$ cat src/spr_pkg.sv
// Purpose: Shared constants and types for flash self-programming, plus the page buffer.
// Assumes: One 200 MHz clock; software reaches the registers over APB.
// Notes:   The page buffer memory lives here beside the package, though it uses nothing from it.

`timescale 1ns/100ps
`default_nettype none

package spr_pkg;

  // ----------------------------------------------------------------
  // Timing
  // ----------------------------------------------------------------
  localparam int CLK_NS      = 5;
  localparam int NS_PER_US   = 1000;
  localparam int US_CYCLES   = NS_PER_US / CLK_NS;
  localparam int PROG_MIN_US = 3700;
  localparam int PROG_MAX_US = 4500;
  localparam int PROG_NOM_US = (PROG_MIN_US + PROG_MAX_US) / 2;
  localparam logic [2:0] LOAD_LAST  = 3'd2;  // Three-cycle window, last edge.
  localparam logic [2:0] STORE_LAST = 3'd3;  // Four-cycle window, last edge.

  // ----------------------------------------------------------------
  // Register map and fields
  // ----------------------------------------------------------------
  localparam logic [7:0] ADDR_CTRL   = 8'h00;
  localparam logic [7:0] ADDR_ZPTR   = 8'h04;
  localparam logic [7:0] ADDR_WDATA  = 8'h08;
  localparam logic [7:0] ADDR_STORE  = 8'h0C;
  localparam logic [7:0] ADDR_LOAD   = 8'h10;
  localparam logic [7:0] ADDR_STATUS = 8'h14;
  localparam int BIT_EN = 0;
  localparam int BIT_IE = 7;
  localparam logic [6:0] CODE_ERASE = 7'h03;
  localparam logic [6:0] CODE_BUFLD = 7'h01;
  localparam logic [6:0] CODE_PWRT  = 7'h05;
  localparam logic [6:0] CODE_LOCK  = 7'h09;
  localparam logic [6:0] CODE_RWWRE = 7'h11;
  localparam logic [6:0] CODE_SIG   = 7'h21;

  // ----------------------------------------------------------------
  // Readback selectors and values
  // ----------------------------------------------------------------
  localparam logic [15:0] Z_FUSE_LO  = 16'h0000;
  localparam logic [15:0] Z_LOCK     = 16'h0001;
  localparam logic [15:0] Z_FUSE_EXT = 16'h0002;
  localparam logic [15:0] Z_FUSE_HI  = 16'h0003;
  localparam logic [15:0] Z_SIG1     = 16'h0000;
  localparam logic [15:0] Z_CAL      = 16'h0001;
  localparam logic [15:0] Z_SIG2     = 16'h0002;
  localparam logic [15:0] Z_SIG3     = 16'h0004;
  localparam logic [7:0]  ALL_ONES   = 8'hFF;
  localparam logic [1:0]  LOCK_PAD   = 2'h3;
  localparam logic [15:0] BUF_ERASED = 16'hFFFF;
  localparam logic [15:0] NO_READ_WHILE_WRITE_SECTION_START_WORD = 16'h3800;

  // ----------------------------------------------------------------
  // Types
  // ----------------------------------------------------------------
  typedef enum logic [2:0] {
    CMD_IDLE, ARM_ERASE, ARM_BUFLD, ARM_PWRT, ARM_LOCK, ARM_SIG, ARM_RWWRE
  } spr_cmd_t;

  typedef enum logic [1:0] {OP_IDLE, OP_STREAM, OP_WAIT} spr_op_t;

  typedef struct packed {
    logic        erase;
    logic        we;
    logic        lock;
    logic [15:0] addr;
    logic [15:0] data;
  } spr_flash_prog_t;

endpackage : spr_pkg

// ------------------------------------------------------------------
// Page buffer: one write port, one read port with registered data
// ------------------------------------------------------------------
module spr_page_buf #(
  parameter int WIDTH = 16,
  parameter int DEPTH = 64,
  parameter int AW    = $clog2(DEPTH)
) (
  // Clock.
  input  wire logic             clk,
  // Write port.
  input  wire logic             we,
  input  wire logic [AW-1:0]    waddr,
  input  wire logic [WIDTH-1:0] wdata,
  // Read port; data follow the request by one cycle.
  input  wire logic             re,
  input  wire logic [AW-1:0]    raddr,
  output logic      [WIDTH-1:0] rdata
);

  logic [WIDTH-1:0] mem [DEPTH];

  // Storage has no reset; word validity is tracked by the controller.
  always_ff @(posedge clk) begin
    if (we) begin
      mem[waddr] <= wdata;
    end
  end

  // Registered read keeps the output timing clean.
  always_ff @(posedge clk) begin
    if (re) begin
      rdata <= mem[raddr];
    end
  end

endmodule : spr_page_buf

`default_nettype wire

$ cat src/spr_selfprog_ctrl.sv
// Purpose: Flash self-programming control with fuse, lock and signature readback.
// Assumes: pclk at 200 MHz; APB slave with one wait state; flash read data valid
//          in the same cycle as flash_rd_en.
// Notes:   por_n resets only the programming engine, rww_busy and cpu_halt so a system reset cannot
//          cut a running flash write short.
//
// The implementer's own choices: the address map and register access over APB.

`timescale 1ns/100ps
`default_nettype none

module spr_selfprog_ctrl #(
  parameter int          PAGE_WORDS = 64,
  parameter logic [15:0] NO_READ_WHILE_WRITE_SECTION_START = spr_pkg::NO_READ_WHILE_WRITE_SECTION_START_WORD,
  parameter int          PROG_US    = spr_pkg::PROG_NOM_US
) (
  // Clock and resets.
  input  wire logic                     pclk,
  input  wire logic                     presetn,
  input  wire logic                     por_n,
  // APB slave.
  input  wire logic                     psel,
  input  wire logic                     penable,
  input  wire logic                     pwrite,
  input  wire logic [7:0]               paddr,
  input  wire logic [31:0]              pwdata,
  output logic      [31:0]              prdata,
  output logic                          pready,
  output logic                          pslverr,
  // Nonvolatile sources.
  input  wire logic                     eeprom_write_busy,
  input  wire logic [7:0]               fuse_low_byte,
  input  wire logic [7:0]               fuse_high_byte,
  input  wire logic [7:0]               extended_fuse_byte,
  input  wire logic [5:0]               lock_bits_nv,
  input  wire logic [7:0]               sig_byte1,
  input  wire logic [7:0]               sig_byte2,
  input  wire logic [7:0]               sig_byte3,
  input  wire logic [7:0]               osc_cal_byte,
  // Flash array.
  output logic                          flash_rd_en,
  output logic      [15:0]              flash_rd_addr,
  input  wire logic [7:0]               flash_rd_data,
  output spr_pkg::spr_flash_prog_t      flash_prog,
  // Core status.
  output logic                          rww_busy,
  output logic                          cpu_halt,
  output logic                          selfprog_irq
);

  // ----------------------------------------------------------------
  // Declarations
  // ----------------------------------------------------------------
  localparam int PB = $clog2(PAGE_WORDS);

  spr_pkg::spr_cmd_t cmd_state;
  spr_pkg::spr_cmd_t cmd_decoded;
  spr_pkg::spr_op_t  op_state;
  logic [2:0]            win_cnt;
  logic [15:0]           zptr;
  logic [15:0]           wdata;
  logic                  ie_reg;
  logic                  wait_reg;
  logic                  load_flash_reg;
  logic [7:0]            load_byte_reg;
  logic [7:0]            special;
  logic [7:0]            ctrl_rd;
  logic [31:0]           rd_value;
  logic [PAGE_WORDS-1:0] buf_valid;
  logic                  vld_d;
  logic                  eeprom_prev;
  logic [15:0]           buf_rdata;
  logic [PB:0]           op_cnt;
  logic [PB-1:0]         cnt_m1;
  logic [14:0]           op_page;
  logic [14:0]           page_base;
  logic                  op_kind_pw;
  logic                  pwrite_done;
  logic [7:0]            us_div;
  logic [31:0]           op_us;
  logic setup, acc_done, addr_hit, wr_ctrl, wr_store, load_take;
  logic op_idle, sp_enable, cmd_ok, load_mode, load_late, store_late;
  logic store_hit, buf_we, buf_re, reenable, start_erase, start_pwrite;
  logic start_lock, rww_addr, target_rww;

  // ----------------------------------------------------------------
  // APB decode
  // ----------------------------------------------------------------
  // Writes act on the completing edge; a load acts at its setup edge so
  // that it lands inside the short readback window.
  assign setup     = psel & ~penable;
  assign acc_done  = psel & penable & pready;
  assign wr_ctrl   = acc_done & pwrite & (paddr == spr_pkg::ADDR_CTRL);
  assign wr_store  = acc_done & pwrite & (paddr == spr_pkg::ADDR_STORE);
  assign load_take = setup & ~pwrite & (paddr == spr_pkg::ADDR_LOAD);
  assign addr_hit  = paddr inside {spr_pkg::ADDR_CTRL, spr_pkg::ADDR_ZPTR,
                                   spr_pkg::ADDR_WDATA, spr_pkg::ADDR_STORE,
                                   spr_pkg::ADDR_LOAD, spr_pkg::ADDR_STATUS};

  // ----------------------------------------------------------------
  // Command acceptance and timed windows
  // ----------------------------------------------------------------
  // selfprog_enable is the union of an armed command and a running operation.
  assign op_idle   = (op_state == spr_pkg::OP_IDLE);
  assign sp_enable = (cmd_state != spr_pkg::CMD_IDLE) | ~op_idle;
  assign cmd_ok    = wr_ctrl & pwdata[spr_pkg::BIT_EN] & ~eeprom_write_busy
                   & (cmd_state == spr_pkg::CMD_IDLE) & op_idle;
  assign load_mode = (cmd_state == spr_pkg::ARM_LOCK) | (cmd_state == spr_pkg::ARM_SIG);
  assign load_late  = load_mode & (win_cnt == spr_pkg::LOAD_LAST);
  assign store_late = ~load_mode & (win_cnt == spr_pkg::STORE_LAST);
  assign store_hit  = wr_store & (cmd_state != spr_pkg::CMD_IDLE);

  // Bit 7 of the code is a don't-care, so only the low seven bits decode.
  always_comb begin
    cmd_decoded = spr_pkg::CMD_IDLE;
    case (pwdata[6:0])
      spr_pkg::CODE_ERASE: cmd_decoded = spr_pkg::ARM_ERASE;
      spr_pkg::CODE_BUFLD: cmd_decoded = spr_pkg::ARM_BUFLD;
      spr_pkg::CODE_PWRT:  cmd_decoded = spr_pkg::ARM_PWRT;
      spr_pkg::CODE_LOCK:  cmd_decoded = spr_pkg::ARM_LOCK;
      spr_pkg::CODE_SIG:   cmd_decoded = spr_pkg::ARM_SIG;
      spr_pkg::CODE_RWWRE: cmd_decoded = spr_pkg::ARM_RWWRE;
      default:             cmd_decoded = spr_pkg::CMD_IDLE;
    endcase
  end

  // Armed command state; it drops on its action or when its window runs out.
  always_ff @(posedge pclk or negedge presetn) begin
    if (!presetn) begin
      cmd_state <= spr_pkg::CMD_IDLE;
      win_cnt   <= 3'd0;
    end else if (cmd_ok) begin
      cmd_state <= cmd_decoded;
      win_cnt   <= 3'd0;
    end else if (cmd_state != spr_pkg::CMD_IDLE) begin
      win_cnt <= win_cnt + 3'd1;
      if ((load_take & load_mode) | store_hit | load_late | store_late) begin
        cmd_state <= spr_pkg::CMD_IDLE;
      end
    end
  end

  // Software-visible pointer, data word and interrupt enable.
  always_ff @(posedge pclk or negedge presetn) begin
    if (!presetn) begin
      zptr   <= 16'h0000;
      wdata  <= 16'h0000;
      ie_reg <= 1'b0;
    end else begin
      if (acc_done & pwrite & (paddr == spr_pkg::ADDR_ZPTR)) begin
        zptr <= pwdata[15:0];
      end
      if (acc_done & pwrite & (paddr == spr_pkg::ADDR_WDATA)) begin
        wdata <= pwdata[15:0];
      end
      if (wr_ctrl) begin
        ie_reg <= pwdata[spr_pkg::BIT_IE];
      end
    end
  end

  // ----------------------------------------------------------------
  // Readback of fuses, lock bits and signature row
  // ----------------------------------------------------------------
  // Stored bits are already zero when programmed, so they pass unchanged.
  always_comb begin
    special = spr_pkg::ALL_ONES;
    if (cmd_state == spr_pkg::ARM_SIG) begin
      case (zptr)
        spr_pkg::Z_SIG1: special = sig_byte1;
        spr_pkg::Z_CAL:  special = osc_cal_byte;
        spr_pkg::Z_SIG2: special = sig_byte2;
        spr_pkg::Z_SIG3: special = sig_byte3;
        default:         special = spr_pkg::ALL_ONES;
      endcase
    end else begin
      case (zptr)
        spr_pkg::Z_LOCK:     special = {spr_pkg::LOCK_PAD, lock_bits_nv};
        spr_pkg::Z_FUSE_LO:  special = fuse_low_byte;
        spr_pkg::Z_FUSE_HI:  special = fuse_high_byte;
        spr_pkg::Z_FUSE_EXT: special = extended_fuse_byte;
        default:             special = spr_pkg::ALL_ONES;
      endcase
    end
  end

  // A normal load into the busy READ_WHILE_WRITE_SECTION section reads all ones instead of stale data.
  assign rww_addr = zptr[15:1] < NO_READ_WHILE_WRITE_SECTION_START[14:0];

  // Load capture: special bytes are latched at the setup edge; ordinary
  // loads strobe the array, which answers in the same cycle.
  always_ff @(posedge pclk or negedge presetn) begin
    if (!presetn) begin
      flash_rd_en    <= 1'b0;
      flash_rd_addr  <= 16'h0000;
      load_flash_reg <= 1'b0;
      load_byte_reg  <= spr_pkg::ALL_ONES;
    end else begin
      flash_rd_en <= 1'b0;
      if (load_take) begin
        flash_rd_addr  <= zptr;
        load_flash_reg <= ~load_mode & ~(rww_busy & rww_addr);
        flash_rd_en    <= ~load_mode & ~(rww_busy & rww_addr);
        if (load_mode & ~(eeprom_write_busy & (cmd_state == spr_pkg::ARM_LOCK))) begin
          load_byte_reg <= special;
        end else begin
          load_byte_reg <= spr_pkg::ALL_ONES;
        end
      end
    end
  end

  // ----------------------------------------------------------------
  // APB answer
  // ----------------------------------------------------------------
  assign ctrl_rd = {ie_reg, rww_busy,
                    cmd_state == spr_pkg::ARM_SIG, cmd_state == spr_pkg::ARM_RWWRE,
                    cmd_state == spr_pkg::ARM_LOCK, cmd_state == spr_pkg::ARM_PWRT,
                    cmd_state == spr_pkg::ARM_ERASE, sp_enable};

  always_comb begin
    rd_value = 32'h0000_0000;
    case (paddr)
      spr_pkg::ADDR_CTRL:   rd_value = {24'h00_0000, ctrl_rd};
      spr_pkg::ADDR_ZPTR:   rd_value = {16'h0000, zptr};
      spr_pkg::ADDR_WDATA:  rd_value = {16'h0000, wdata};
      spr_pkg::ADDR_LOAD:   rd_value = {24'h00_0000,
                                        load_flash_reg ? flash_rd_data : load_byte_reg};
      spr_pkg::ADDR_STATUS: rd_value = {28'h000_0000, cpu_halt, ~op_idle,
                                        rww_busy, eeprom_write_busy};
      default:              rd_value = 32'h0000_0000;
    endcase
  end

  // One wait state for every access keeps the load path simple and uniform.
  always_ff @(posedge pclk or negedge presetn) begin
    if (!presetn) begin
      wait_reg <= 1'b0;
      pready   <= 1'b0;
      pslverr  <= 1'b0;
      prdata   <= 32'h0000_0000;
    end else if (setup) begin
      wait_reg <= 1'b1;
      pready   <= 1'b0;
    end else if (wait_reg) begin
      wait_reg <= 1'b0;
      pready   <= 1'b1;
      pslverr  <= ~addr_hit;
      prdata   <= pwrite ? 32'h0000_0000 : rd_value;
    end else begin
      pready  <= 1'b0;
      pslverr <= 1'b0;
    end
  end

  // Completion interrupt level follows selfprog_enable being clear.
  always_ff @(posedge pclk or negedge presetn) begin
    if (!presetn) begin
      selfprog_irq <= 1'b0;
    end else begin
      selfprog_irq <= ie_reg & ~sp_enable;
    end
  end

  // ----------------------------------------------------------------
  // Store actions and page buffer
  // ----------------------------------------------------------------
  assign buf_we       = store_hit & (cmd_state == spr_pkg::ARM_BUFLD);
  assign reenable     = store_hit & (cmd_state == spr_pkg::ARM_RWWRE);
  assign start_erase  = store_hit & (cmd_state == spr_pkg::ARM_ERASE);
  assign start_pwrite = store_hit & (cmd_state == spr_pkg::ARM_PWRT);
  assign start_lock   = store_hit & (cmd_state == spr_pkg::ARM_LOCK);
  assign page_base    = {zptr[15:PB+1], {PB{1'b0}}};
  assign buf_re       = (op_state == spr_pkg::OP_STREAM) & (op_cnt < (PB+1)'(PAGE_WORDS));
  assign cnt_m1       = op_cnt[PB-1:0] - {{(PB-1){1'b0}}, 1'b1};

  spr_page_buf #(
    .WIDTH (16),
    .DEPTH (PAGE_WORDS),
    .AW    (PB)
  ) u_buf (
    .clk   (pclk),
    .we    (buf_we),
    .waddr (zptr[PB:1]),
    .wdata (wdata),
    .re    (buf_re),
    .raddr (op_cnt[PB-1:0]),
    .rdata (buf_rdata)
  );

  // Word validity: erased by re-enable, page write, reset or an EEPROM
  // write starting; a load in the same cycle still counts.
  always_ff @(posedge pclk or negedge presetn) begin
    if (!presetn) begin
      buf_valid   <= '0;
      eeprom_prev <= 1'b0;
      vld_d       <= 1'b0;
    end else begin
      eeprom_prev <= eeprom_write_busy;
      vld_d       <= buf_valid[op_cnt[PB-1:0]];
      if (reenable | pwrite_done | (eeprom_write_busy & ~eeprom_prev)) begin
        buf_valid <= '0;
      end
      if (buf_we) begin
        buf_valid[zptr[PB:1]] <= 1'b1;
      end
    end
  end

  // ----------------------------------------------------------------
  // Programming engine on the power-on reset only
  // ----------------------------------------------------------------
  // The timer counts microseconds from a divider pulse of the system clock,
  // which itself is derived from the calibrated oscillator.
  always_ff @(posedge pclk or negedge por_n) begin
    if (!por_n) begin
      op_state    <= spr_pkg::OP_IDLE;
      op_cnt      <= '0;
      op_page     <= 15'h0000;
      op_kind_pw  <= 1'b0;
      us_div      <= 8'h00;
      op_us       <= 32'h0000_0000;
      pwrite_done <= 1'b0;
      flash_prog  <= '0;
    end else begin
      pwrite_done      <= 1'b0;
      flash_prog.erase <= 1'b0;
      flash_prog.we    <= 1'b0;
      flash_prog.lock  <= 1'b0;
      case (op_state)
        spr_pkg::OP_IDLE: begin
          op_cnt     <= '0;
          us_div     <= 8'h00;
          op_us      <= 32'h0000_0000;
          op_page    <= page_base;
          op_kind_pw <= start_pwrite;
          if (start_erase) begin
            flash_prog.erase <= 1'b1;
            flash_prog.addr  <= {1'b0, page_base};
            op_state         <= spr_pkg::OP_WAIT;
          end else if (start_pwrite) begin
            op_state <= spr_pkg::OP_STREAM;
          end else if (start_lock) begin
            flash_prog.lock <= 1'b1;
            flash_prog.data <= {8'h00, spr_pkg::LOCK_PAD, wdata[5:0]};
            op_state        <= spr_pkg::OP_WAIT;
          end
        end
        spr_pkg::OP_STREAM: begin
          op_cnt <= op_cnt + 1'b1;
          if (op_cnt != '0) begin
            flash_prog.we   <= 1'b1;
            flash_prog.addr <= {1'b0, op_page | 15'(cnt_m1)};
            flash_prog.data <= vld_d ? buf_rdata : spr_pkg::BUF_ERASED;
          end
          if (op_cnt == (PB+1)'(PAGE_WORDS)) begin
            op_state <= spr_pkg::OP_WAIT;
          end
        end
        spr_pkg::OP_WAIT: begin
          if (us_div == 8'(spr_pkg::US_CYCLES - 1)) begin
            us_div <= 8'h00;
            op_us  <= op_us + 32'd1;
          end else begin
            us_div <= us_div + 8'h01;
          end
          if (op_us == 32'(PROG_US)) begin
            op_state    <= spr_pkg::OP_IDLE;
            pwrite_done <= op_kind_pw;
          end
        end
        default: op_state <= spr_pkg::OP_IDLE;
      endcase
    end
  end

  // READ_WHILE_WRITE_SECTION busy and core halt also survive a system reset with the operation.
  assign target_rww = page_base < NO_READ_WHILE_WRITE_SECTION_START[14:0];

  always_ff @(posedge pclk or negedge por_n) begin
    if (!por_n) begin
      rww_busy <= 1'b0;
      cpu_halt <= 1'b0;
    end else begin
      if (reenable) begin
        rww_busy <= 1'b0;
      end
      if ((start_erase | start_pwrite) & target_rww) begin
        rww_busy <= 1'b1;
      end
      if (op_idle & (start_erase | start_pwrite)) begin
        cpu_halt <= ~target_rww;
      end else if (op_idle) begin
        cpu_halt <= 1'b0;
      end
    end
  end

endmodule : spr_selfprog_ctrl

`default_nettype wire

$ cat config.mk
export PLATFORM = sky130hd
export DESIGN_NAME = spr_selfprog_ctrl
export DESIGN_NICKNAME = d
export VERILOG_FILES = /design/src/spr_pkg.sv /design/src/spr_selfprog_ctrl.sv
export SDC_FILE = /design/constraint.sdc
export NUM_CORES = 1
export LEC_CHECK = 0
export CORE_MARGIN = 3
export CORE_UTILIZATION = 28
export DETAILED_ROUTE_END_ITERATION = 10
export DONT_BUFFER_PORTS = 1
export PLACE_DENSITY = 0.41
export SLEW_MARGIN = 40
export SYNTH_ARGS = -nofsm -noshare
export SYNTH_HDL_FRONTEND = slang
export SYNTH_HIERARCHICAL = 1
export SYNTH_SLANG_ARGS = --single-unit
$ cat constraint.sdc
create_clock -name pclk -period 10.2 [get_ports pclk]
set_clock_uncertainty 0.15 [all_clocks]
set_input_delay 1.02 -clock pclk [delete_from_list [all_inputs] [get_ports pclk]]
set_output_delay 1.02 -clock pclk [all_outputs]
set_load 0.02 [all_outputs]
Word level (Yosys, flattened, before mapping)
Memories as Yosys holds them, arrays and structs flattened. A register that Yosys moved wholly into a read port is not among the register bits.
Index checks and enable logic that the tools add are counted.
Widths: inputs -> output; s select.
{"block": "op_classes", "addsub": 5, "reduce_logical": 20, "n_mux": 58, "n_eq_ne": 37, "bitwise": 54, "n_lt_le_gt_ge": 6}
{"cell": "$mux 64", "count": 2}
{"cell": "$pmux 32 s2", "count": 2}
{"cell": "$mux 32", "count": 3}
{"cell": "$mux 16", "count": 5}
{"cell": "$pmux 16 s5", "count": 1}
{"cell": "$or 64x64->64", "count": 1}
{"cell": "$pmux 8 s4", "count": 2}
{"cell": "$add 32x1->32 const B", "count": 1}
{"cell": "$and 1x1->1", "count": 32}
{"cell": "$eq 16x2->1 const B", "count": 2}
{"cell": "$eq 32x13->1 const B", "count": 1}
{"cell": "$mux 8", "count": 4}
{"cell": "$lt 15x14->1 const B", "count": 2}
{"cell": "$mux 1", "count": 23}
{"cell": "$pmux 3 s6", "count": 1}
{"cell": "$eq 16x1->1 const B", "count": 1}
{"cell": "$eq 16x3->1 const B", "count": 1}
{"cell": "$eq 8x4->1 const B", "count": 2}
{"cell": "$eq 8x5->1 const B", "count": 2}
{"cell": "$logic_not 16->1", "count": 1}
{"cell": "$pmux 8 s2", "count": 1}
{"cell": "$mux 3", "count": 5}
{"cell": "$or 15x6->15", "count": 1}
{"cell": "$lt 6x7->1 const B", "count": 2}
{"cell": "other kinds (41)", "count": 82}
{"block": "totals", "in_bits": 117, "mem_bits_rw": 1024, "regBits": 264, "mem_count": 1, "output_inout_bits": 89}
{"name": "u_buf.mem", "words": 64, "word_bits": 16, "rd": 1, "rd_clocked_by_memory_dff": 1, "wr": 1, "line_no": "spr_pkg.sv:95", "source": "logic [WIDTH-1:0] mem [DEPTH];"}

Logic depth before layout (Yosys ltp)
Gate-level depths: netlist (run 1).
{"block": "depth", "word_depth": 11, "depth_mapped": 10, "depth_no_buf": 7}

Hierarchy
Netlist (run 1), hierarchy kept.
{"mod": "spr_page_buf", "n_inst": 1, "area_each_um2": 40202.3, "seq_area_each_um2": 31230.0, "cells_per_inst": 1829}
{"mod": "spr_selfprog_ctrl", "n_inst": 1, "area_each_um2": 12179.2, "seq_area_each_um2": 6190.9, "cells_per_inst": 1222}

Worst setup path before layout (run 1)
Ideal clock, no wire load.
{"block": "synth_path", "path_type": "input-to-reg", "startpoint": "input paddr[3]", "endpoint": "memory u_buf.mem[48][0], enable pin", "slack_ns": 6.058, "path_buffers": 1, "setup_time_ns": 0.409, "arrival_time_ns": 3.583, "required_ns": 9.641, "path_stages": 7, "cell_sequence": "clkbuf_1 and3b_1 nand4_1 nor3_1 nor2b_1 nand4b_1 nor3_1"}
{"block": "synth_between", "elab_chain_cells": 6}
{"element": "start, declared", "line_no": "spr_selfprog_ctrl.sv:25", "source": "input wire logic [7:0] paddr,"}
{"element": "$eq 8x4->1", "line_no": "spr_selfprog_ctrl.sv:94", "source": "assign wr_store = acc_done & pwrite & (paddr == spr_pkg::ADDR_STORE);"}
{"element": "$and 1x1->1", "line_no": "spr_selfprog_ctrl.sv:94"}
{"element": "$and 1x1->1", "line_no": "spr_selfprog_ctrl.sv:111", "source": "assign store_hit = wr_store & (cmd_state != spr_pkg::CMD_IDLE);"}
{"element": "$and 1x1->1", "line_no": "spr_selfprog_ctrl.sv:268", "source": "assign buf_we = store_hit & (cmd_state == spr_pkg::ARM_BUFLD);"}
{"element": "named net buf_we", "line_no": "spr_selfprog_ctrl.sv:83", "source": "logic store_hit, buf_we, buf_re, reenable, start_erase, start_pwrite;"}
{"element": "$mux 1", "line_no": "spr_pkg.sv:99", "source": "if (we) begin"}
{"element": "$mux 1 (not written as such)", "line_no": "spr_pkg.sv:100", "source": "mem[waddr] <= wdata;"}
{"element": "end, declared", "line_no": "spr_pkg.sv:95"}
The timed path passes the listed nets, and every way through them passes these cells.

Final worst setup path (run 1)
{"block": "layout_path", "startpoint": "register pready", "endpoint": "memory u_buf.mem[6][2], enable pin"}
{"block": "layout_between", "elab_chain_cells": 7}
{"element": "start, declared", "line_no": "spr_selfprog_ctrl.sv:28", "source": "output logic pready,"}
{"element": "start signal, assigned", "line_no": "spr_selfprog_ctrl.sv:239", "source": "pready <= 1'b0;"}
{"element": "start signal, assigned", "line_no": "spr_selfprog_ctrl.sv:244", "source": "pready <= 1'b0;"}
{"element": "start signal, assigned", "line_no": "spr_selfprog_ctrl.sv:247", "source": "pready <= 1'b1;"}
{"element": "$and 1x1->1", "line_no": "spr_selfprog_ctrl.sv:92", "source": "assign acc_done = psel & penable & pready;"}
{"element": "$and 1x1->1 (2 in a row)", "line_no": "spr_selfprog_ctrl.sv:94"}
{"element": "$and 1x1->1", "line_no": "spr_selfprog_ctrl.sv:111"}
{"element": "$and 1x1->1", "line_no": "spr_selfprog_ctrl.sv:268"}
{"element": "named net buf_we", "line_no": "spr_selfprog_ctrl.sv:83"}
{"element": "$mux 1", "line_no": "spr_pkg.sv:99"}
{"element": "$mux 1 (not written as such)", "line_no": "spr_pkg.sv:100"}
The timed path passes the listed nets, and every way through them passes these cells.

==> results by stage, run 1 <==
Setup path:
- The largest individual stage delay along the critical path comes from the cell nor2_4.
- The critical path capture point type is a register.
- The maximum fanout along the worst path is 16.
- In this run the critical register-to-register path is launched from pready.
- At the worst endpoint, the required time is 10.44 ns.
- The kind of cell adding the most delay to the critical path is simple AND/OR/NAND/NOR gates.
- For the worst setup path, the data arrival time is 4.64 ns.
- Counting both buffers and inverters, the worst setup path holds a total of 0.
- On the worst path, the slowest cell contributes a delay of 0.74 ns.
- The critical path goes through and4_1 -> nand4_1 -> nor3_4 -> nor2b_1 -> nand3_1 -> nor2_4.
- STA classifies the critical path startpoint as a register.
- The path type of the worst setup path is reg2reg.
- The critical path starts at pready.

Global route:
- Global routing consumed, on the met1 layer, around 22% of the routing resources.
- Entering global routing, the biggest net connects 152 pins.
- The wire length of the first global-routing pass is 215,000 um.
- In the global route stage, met2 resource usage came out at 23.8%.
- For this run the aggregate overflow at the end of global routing stands at 0.
- In the global route stage, met3 resource usage came out at under 10%.
- The number of global-route vias before repair came to 28,000.
- The peak-usage layer in the global routing report is met2.
- The initial antenna violation count was 12.
- In the global route stage, overall resource usage came out at 15.5%.

Cells and area:
- The share of final-layout standard cells stronger than drive strength 1 is 22.5%.
- The most flop-heavy register is u_buf/mem.
- The total area of sequential cells is 37,500 um2.
- The most frequent standard cell in the layout excluding fill and tap cells is edfxtp_1.
- In the final design database the tool counted 3,259 nets.
- After filler insertion, the fill cell instance count of the layout stands at 17,900.
- The number of flip-flops in the largest register is 1,024.
- The multi-input combinational cells in the finished layout cover a total of 14,100 um2.
- The area growth from synthesis to layout is 15.0%.
- The largest registers in the layout are u_buf/mem (1024), buf_valid (64), flash_prog (34).
- The top cell types in the final layout, fill and taps aside, are edfxtp_1 (1,040), nand2_1 (248), mux4_2 (236), dfrtp_1 (218), clkbuf_16 (148).

Yosys:
- The distinct cell type count after synthesis is 72.
- Synthesis inferred 1,287 register bits.
- The average cell area after synthesis is 17.2 um2.
- The proportion of synthesized chip area in sequential cells is 71.4%.
- The most frequently used flop master after synthesis is edfxtp_1.
- In the synthesized netlist, the number of instances is 3,051.
- The total number of yosys warnings is 6.
- For this run, asynchronously set or reset flops after synthesis account for 19.2%.
- The count of flip-flops with a built-in enable after synthesis is ~1,000.
- The post-synthesis instance area is 52,400 um2.

Clock network:
- The depth of the CTS H-tree is 4.
- The longest clock path from root to sink contains 3 buffers.
- The clock transition at the registers of the reported paths is around 0.06 ns.
- In this run, CTS created clock tree buffers numbering 145.
- After clock tree synthesis, the setup repair step added 0 buffers.
- The CTS tree is yes.
- The number of sinks handled by clock tree synthesis is 1,287.
- The clock root buffer is clkbuf_16.
- At the later pin of the worst-skew pair, clock insertion delay measures just under 0.8 ns.
- The post-cts gate resize count is 0.

STA:
- Setup violations remaining at the end of the flow were counted as 0.
- The post-route worst hold slack is roughly 0.12 ns.
- The worst slew margin relative to its limit is 42.8%.
- The total count of hold-check failures in the final report was 0.
- The count of final max-slew check failures was 0.
- The transition at the pin with the smallest max-transition slack is 0.856 ns.
- The fraction of the cycle the final worst path needs is 43.1%.
- Setup repair after global routing left no endpoint under its margin.
- The smallest clock period supported by the final layout is computed as 4.40 ns.
- The setup total negative slack is 0 ns.
- Derived from the worst setup path, the maximum achievable clock frequency is 0.227 GHz.

Placement:
- The post-detailed-placement half-perimeter wirelength is 92,800 um.
- The number of port buffers is 0.
- Routability-driven placement finished with a final weighted congestion of between 0.8 and 0.9.

Power and ir drop:
- The maximum resistive drop on vdd is about 0.15 mV.
- The leakage power of the design is 16.9 nW.
- The fraction of power consumed by the clock network is 46.9%.
- The net switching fraction of the power is 20.4%.
- Dividing total power by cell area gives a power density of 178 nW/um2.
- The sequential cell fraction of total power is ~53%.
- The internal power summed over all cells is 0.00852 W.
- The net switching power figure is roughly 0.0022 W.
- Per report_power, the combinational group accounts for less than 1% of the total.

Detailed routing:
- The antenna violation net count after detailed routing is 0.
- The total routed wirelength is 151,000 um.
- The first-pass iteration count of the detailed router is 7.
- In this run, the number of DRC markers left after iteration 0 of detailed routing was roughly 2,500.
- The final routed wire length divided by cell count is 26.3 um.
- The DRC violation count after routing is 0.
- Summing over every cut layer, the via total after detailed routing is 27,900.
- The average via count per standard cell is 4.88.

Min path:
- The path type of the worst min-delay path is in2reg.
- The start point of the worst min-delay path is eeprom_write_busy.

Floorplanning:
- For this design the top-level I/O count stands at 206.
- The floorplan die width is about 440 um.
- The die is 439 um tall.
- The floorplan step defined a die boundary enclosing between 150,000 and 200,000 um2.
- The initialized floorplan defines 158 standard-cell rows.
- The core region is about 190,000 um2.
- The initial utilization of the core area, before any placement, comes to ~28%.

Flow run:
- Max-cap violations in this run came to 0.

Run status:
- The flow ran to the end, and the final reports show no timing, DRC or antenna violations.
[cell type report]
class	instances	share of cell area [%]
Timing Repair Buffer	113	1.70
Clock inverter	67	0.941
Clock buffer	188	6.56
Sequential cell	1287	62.2
Antenna cell	3	0.0125
Inverter	22	0.137
Tap cell	2480	5.15
Multi-Input combinational cell	1564	23.3
[stage by stage]
step                instances  setup WS, ns  instance area [um2]  util [%]  power [W]
floorplan                3067          6.06                52400         -    0.00576
global placement         5457          4.83                55400      29.8    0.00577
detailed placement       5460          5.28                55600      29.9    0.00577
CTS                      5718          5.75                60200      32.4     0.0109
global route             5722          5.53                60200      32.5     0.0111
finish                   5724          5.80                60300      32.5     0.0107
[routing by layer]
| metal | up-vias | part of all wire [%] |
|---|---|---|
| li1 | 12200 | - |
| met1 | 14800 | 46 |
| met2 | 751 | 46 |
| met3 | 198 | 5.6 |
| met4 | 2 | 2.4 |
| met5 | - | 0.0086 |
[kinds of logic (layout without fill, tap and decap cells)]
group	count (synthesis)	count (layout)	synth area share (%)
adders and majority gates	9	9	0.215
AOI/OAI and AO/OA	401	401	4.96
other	1	20	0.00716
muxes	430	430	14.2
and+or+nand+nor	668	668	6.18
DFF	1287	1287	71.4
buffers and inverters	216	390	2.36
xor gates and xnor gates	39	39	0.652
[worst paths after layout]
check                                   end  slack (ns)  depth (start not counted)
setup / recovery            u_buf/mem[6][2]        5.80                          6
hold / removal                  eeprom_prev        0.12                          0
setup reg to reg            u_buf/mem[6][2]        5.80                          6
hold reg to reg                buf_valid[7]        0.32                          2
max in group asynchronous     buf_valid[22]        8.46                          3
min in group asynchronous  flash_rd_addr[2]        0.60                          2
[Yosys cell counts, types with 26 or more instances]
master,n,area share (%)
a21oi_1,45,0.43
a22oi_1,59,0.85
a31oi_1,27,0.32
buf_2,40,0.38
buf_4,30,0.43
clkbuf_1,83,0.59
dfrtp_1,239,11
edfxtp_1,1040,60
mux2_2,88,1.9
mux2i_1,102,1.9
mux4_2,236,10
nand2_1,250,1.8
nand3_1,61,0.58
nand4_1,26,0.31
nor2_1,138,0.99
nor2b_1,46,0.55
nor3_1,28,0.27
o21ai_0,147,1.4
[power by group through the flow]
| stage | combinational (W) | sequential, W | clock, W |
|---|---|---|---|
| 2_1_floorplan | 0.0000331 | 0.00573 | 0 |
| 3_3_place_gp | 0.0000378 | 0.00573 | 0 |
| 3_5_place_dp | 0.0000384 | 0.00573 | 0 |
| 4_1_cts | 0.0000628 | 0.00562 | 0.00518 |
| 5_1_grt | 0.0000708 | 0.00562 | 0.00539 |
| 6_report | 0.0000627 | 0.00562 | 0.00502 |
[what timing repair did]
| action | CTS | global route |
|---|---|---|
| hold buffers | 3 | 1 |
| endpoints found under the hold margin | 247 | 39 |
| setup endpoints to repair | 0 | 0 |
Power figures use the tool's default switching activity.
==> inputs of run 2 (changes only) <==
--- a/config.mk
+++ b/config.mk
@@ -5,11 +5,12 @@
 export SDC_FILE = /design/constraint.sdc
 export NUM_CORES = 1
 export LEC_CHECK = 0
+export ABC_AREA = 1
 export CORE_MARGIN = 3
 export CORE_UTILIZATION = 28
 export DETAILED_ROUTE_END_ITERATION = 10
 export DONT_BUFFER_PORTS = 1
-export PLACE_DENSITY = 0.41
+export PLACE_DENSITY = 0.43
 export SLEW_MARGIN = 40
 export SYNTH_ARGS = -nofsm -noshare
 export SYNTH_HDL_FRONTEND = slang
==> constraint.sdc (replaced) <==
create_clock -name pclk -period 3.73 [get_ports pclk]
set_clock_uncertainty 0.15 [all_clocks]
set_input_delay 0.373 -clock pclk [delete_from_list [all_inputs] [get_ports pclk]]
set_output_delay 0.373 -clock pclk [all_outputs]
set_load 0.02 [all_outputs]
==> run 2 against run 1 <==
  * Hold slack got worse by 0.12 ns
  * Area after synthesis up 5.2%
  * Critical path depth up 7
  * Clock power increased to 2.9 times the previous value
  * Cell count rose by 41%
  * Count of clock-buffer cells in the layout grew 4
  * Die area rose by 5.1%
  * Sequential power grew to 2.7 times the previous value
  * Routed wire length grew 14%
  * Utilization increased by 0.52 points
==> results by stage, run 2 <==
STA:
- The transition at the pin with the smallest max-transition slack is about 0.81 ns.
- The final critical path takes up 95.0% of the cycle.
- Timing would allow up to 0.282 GHz.
- The final critical delay including setup and external delays is 3.54 ns.
- The post-route worst hold slack is 0.00281 ns.
- The worst slew margin relative to its limit is 45.7%.
- The count of final max-slew check failures is 0.
- The final setup slack of the worst path is between 0.15 and 0.2 ns.
- The total count of hold-check failures in the final report is 0.
- The final number of setup-violating endpoints is 0.

Cells and area:
- In the final layout, the registers with the most flip-flops are u_buf/mem (1024), buf_valid (64), flash_prog (34).
- The register with the most flip-flops in the layout has ~1,000 of them.
- Leaving out fill and tap cells, the most frequent cells in the layout are nand2_1 (1,780), edfxtp_1 (1,040), nand3_1 (998), dfrtp_1 (217), o21ai_0 (195).
- The most flop-heavy register is u_buf/mem.
- The most frequent standard cell in the layout excluding fill and tap cells is nand2_1.
- The synthesis-to-finish area growth is 16.9%.
- Counting the fill cells in the layout gives 19,700.
- The share of final-layout standard cells stronger than drive strength 1 is 8.47%.
- The number of nets in the layout is roughly 5,500.

Detailed routing:
- The highest metal layer with signal wires is met4.
- The met1 layer wirelength in the final routing is 79,300 um.
- The routed design uses about 80,000 um of met2 wire.
- The average via count per standard cell is 4.74.
- The number of DRC markers in iteration 0 is 3,432.
- The first-pass iteration count of the detailed router is 6.
- The antenna violation net count after detailed routing is 0.
- The routed layout has roughly 38,000 vias.
- The DRC violation count after routing is 0.
- The amount of wire on met3 after detailed routing is 9200 um.
- After detailed routing, the average wire length per cell comes to approximately 21 um.
- The final layout contains routed wiring with a total length of roughly 170,000 um.

Yosys:
- The most used flip-flop cell after synthesis is edfxtp_1.
- Sorting the synthesized cells by how often they occur yields nand2_1 (1,781), edfxtp_1 (1,040), nand3_1 (998).
- edfxtp_1 takes more of the synthesized area than any other cell.
- Yosys instantiated no cell more often than nand2_1.
- The async set or reset register ratio after synthesis is 19.2%.
- The share of Yosys cell area claimed by the top area cell type is 56.7%.
- The cell area that synthesis handed to floorplanning was about 55,000 um2.
- Each instance of the synthesized netlist takes up on average 10.6 um2.
- The synthesized design contains 1,287 register bits.
- After synthesis, the netlist uses 42 different library cells.
- Synthesis produced 5,217 cells.
- Yosys mapped a number of flops with a built-in enable equal to 1,040.
- Of the synthesized area, sequential elements account for 67.9%.
- In the post-synthesis netlist, the biggest area contributors are edfxtp_1 (57%), nand2_1 (12%), dfrtp_1 (11%).
- The total number of yosys warnings is 6.

Setup path:
- In this run the critical register-to-register path is launched from zptr[6].
- The end of the worst register-to-register path is load_byte_reg[2].
- Following the worst setup path forward leads to its endpoint at load_byte_reg[2].
- The maximum fanout along the worst path is 16.
- The startpoint kind of the worst setup timing path is a register.
- The slack of the worst reg-to-reg path is 0.19 ns.
- The most critical setup path has its startpoint at zptr[6].
- The critical path capture point type is a register.
- Measured in cells, the most critical reg-to-reg path has a length of 13.
- At the worst endpoint, the required time is about 4.3 ns.
- The path type of the worst setup path is reg2reg.
- The worst path arrival time is 4.13 ns.

Clock network:
- The clock drives 1,287 sinks.
- Counting along the longest clock path gives a buffer depth of 3.
- The cell sitting at the root of the clock tree is a clkbuf_16.
- The source-to-sink clock delay at the later pin of the worst-skew pair is 0.81 ns.
- The number of clock buffers added by TritonCTS is 151.
- After clock tree synthesis, the clock-pin slew on the worst setup and hold paths is 0.07 ns.
- The CTS tree is yes.
- The depth of the CTS H-tree is 4.

Run status:
- The run finished with clean final reports.

Floorplanning:
- The die is 450 um wide.
- The floorplan has 162 rows.
- The floorplan die area is approximately 200,000 um2.
- The core region is 195,000 um2.
- In this run the count of I/O pins placed on the die edge is 206.
- The die is approximately 450 um tall.
- The effective utilization at floorplan is about 28%.

Global route:
- The sum of overflow across all layers after global routing is 0.
- The first global-routing pass estimated between 200,000 and 300,000 um of wire.
- The initial antenna violation count is 6.
- The total global-route track usage is between 15 and 20%.
- The number of global-route vias before repair is 36,500.
- Entering global routing, the biggest net connects roughly 150 pins.

Min path:
- The path type of the worst min-delay path is in2reg.

Placement:
- Once detailed placement completed, the half-perimeter wirelength came to 105,000 um.
- The number of port buffers is 0.
- The worst slack at placement is 0.365 ns.
- The weighted congestion at the end of routability-driven global placement is 0.866.

Power and ir drop:
- For this design the ratio of total power to cell area is around 470 nW/um2.
- In this run the static leakage power is 23.0 nW.
- The maximum resistive drop on vdd is around 0.42 mV.

Flow run:
- The tool flagged a number of max-cap violations equal to 0.
-- run 2: changes by cell type after synthesis, sizes merged, moves of 25 or more --
cell,delta
a22oi,-51
a31oi,-25
buf,+138
inv,+154
mux2,-88
mux2i,-102
mux4,-240
nand2,+1533
nand3,+938
nor2,+81
nor2b,-46
o21ai,+54
-- run 2: area by class of cell --
type / instances / area (um2) / area share, %
clock buffers: 192 / 3990 / 6.20
flip-flops and latches: 1287 / 37500 / 58.2
diodes: 8 / 20.0 / 0.0311
multi-input cells: 3461 / 15300 / 23.8
inverters: 176 / 699 / 1.09
well taps: 2624 / 3280 / 5.10
clock inverters: 72 / 835 / 1.30
repair buffers: 277 / 2750 / 4.28
-- run 2: layer usage --
metal,track usage [%],vias up
met5,0,-
met4,4.56,0
met3,2.95,215
met2,26.2,954
met1,23.4,18900
li1,-,18200
-- run 2: cell families after synthesis --
family	share of synthesized area, %
adder cells (fa/ha/maj)	0.204
AO/OA/AOI/OAI	3.14
buffers and inverters	4.61
AND/OR/NAND/NOR	23.9
flip-flops	67.9
XOR/XNOR	0.191
other	0.00681
-- run 2: worst min path at each step --
stage / cells past startpoint / endpoint / slack, ns / from
final: 6 / prdata[5] / 0.003 / paddr[4]
after CTS: 6 / prdata[5] / 0.007 / paddr[4]
after global placement: 0 / op_us[9] / -0.07 / por_n
after floorplan: 0 / buf_valid[0] / -0.07 / presetn
after detailed placement: 0 / op_us[10] / -0.07 / por_n
after global routing: 6 / prdata[6] / 0.05 / paddr[4]
-- run 2: critical path: stages (launching register included) --
cell           delay (ns)
dfrtp_1              0.63
nor2_2               0.36
nand2_4              0.17
nor2_4               0.39
nand3_1              0.16
nand2_1              0.11
dlygate4sd3_1        0.56
nor2_1               0.06
dlygate4sd3_1        0.56
nand2_1              0.07
nand2_1              0.05
nand3_1              0.09
nand2_1              0.06
inv_1                0.05
-- run 2: repair_timing --
item	in CTS	in global routing
setup buffers	0	4
hold buffers	95	1
setup endpoints to repair	0	4
resized for setup	0	1
hold endpoints to repair	317	35
-- run 2: stage by stage --
step	cell area (um2)	total power (W)	utilization (%)	TNS (ns)	instances
after floorplan	55100	0.0158	-	-7.60	5233
after global placement	58400	0.0158	29.9	0	7721
after detailed placement	58400	0.0158	29.9	0	7723
after CTS	64300	0.0304	32.9	0	8082
after global routing	64400	0.0310	33.0	-0.00914	8091
final	64400	0.0300	33.0	0	8097
-- run 2: where the power goes --
part / total [W] / internal [W] / leakage (nW) / switching, W
Clock: 0.0144 / 0.00822 / 2.32 / 0.00613
Combinational: 0.000273 / 0.0000950 / 9.92 / 0.000178
Sequential: 0.0154 / 0.0154 / 10.8 / 0.0000154
Total: 0.0300 / 0.0237 / 23.0 / 0.00632
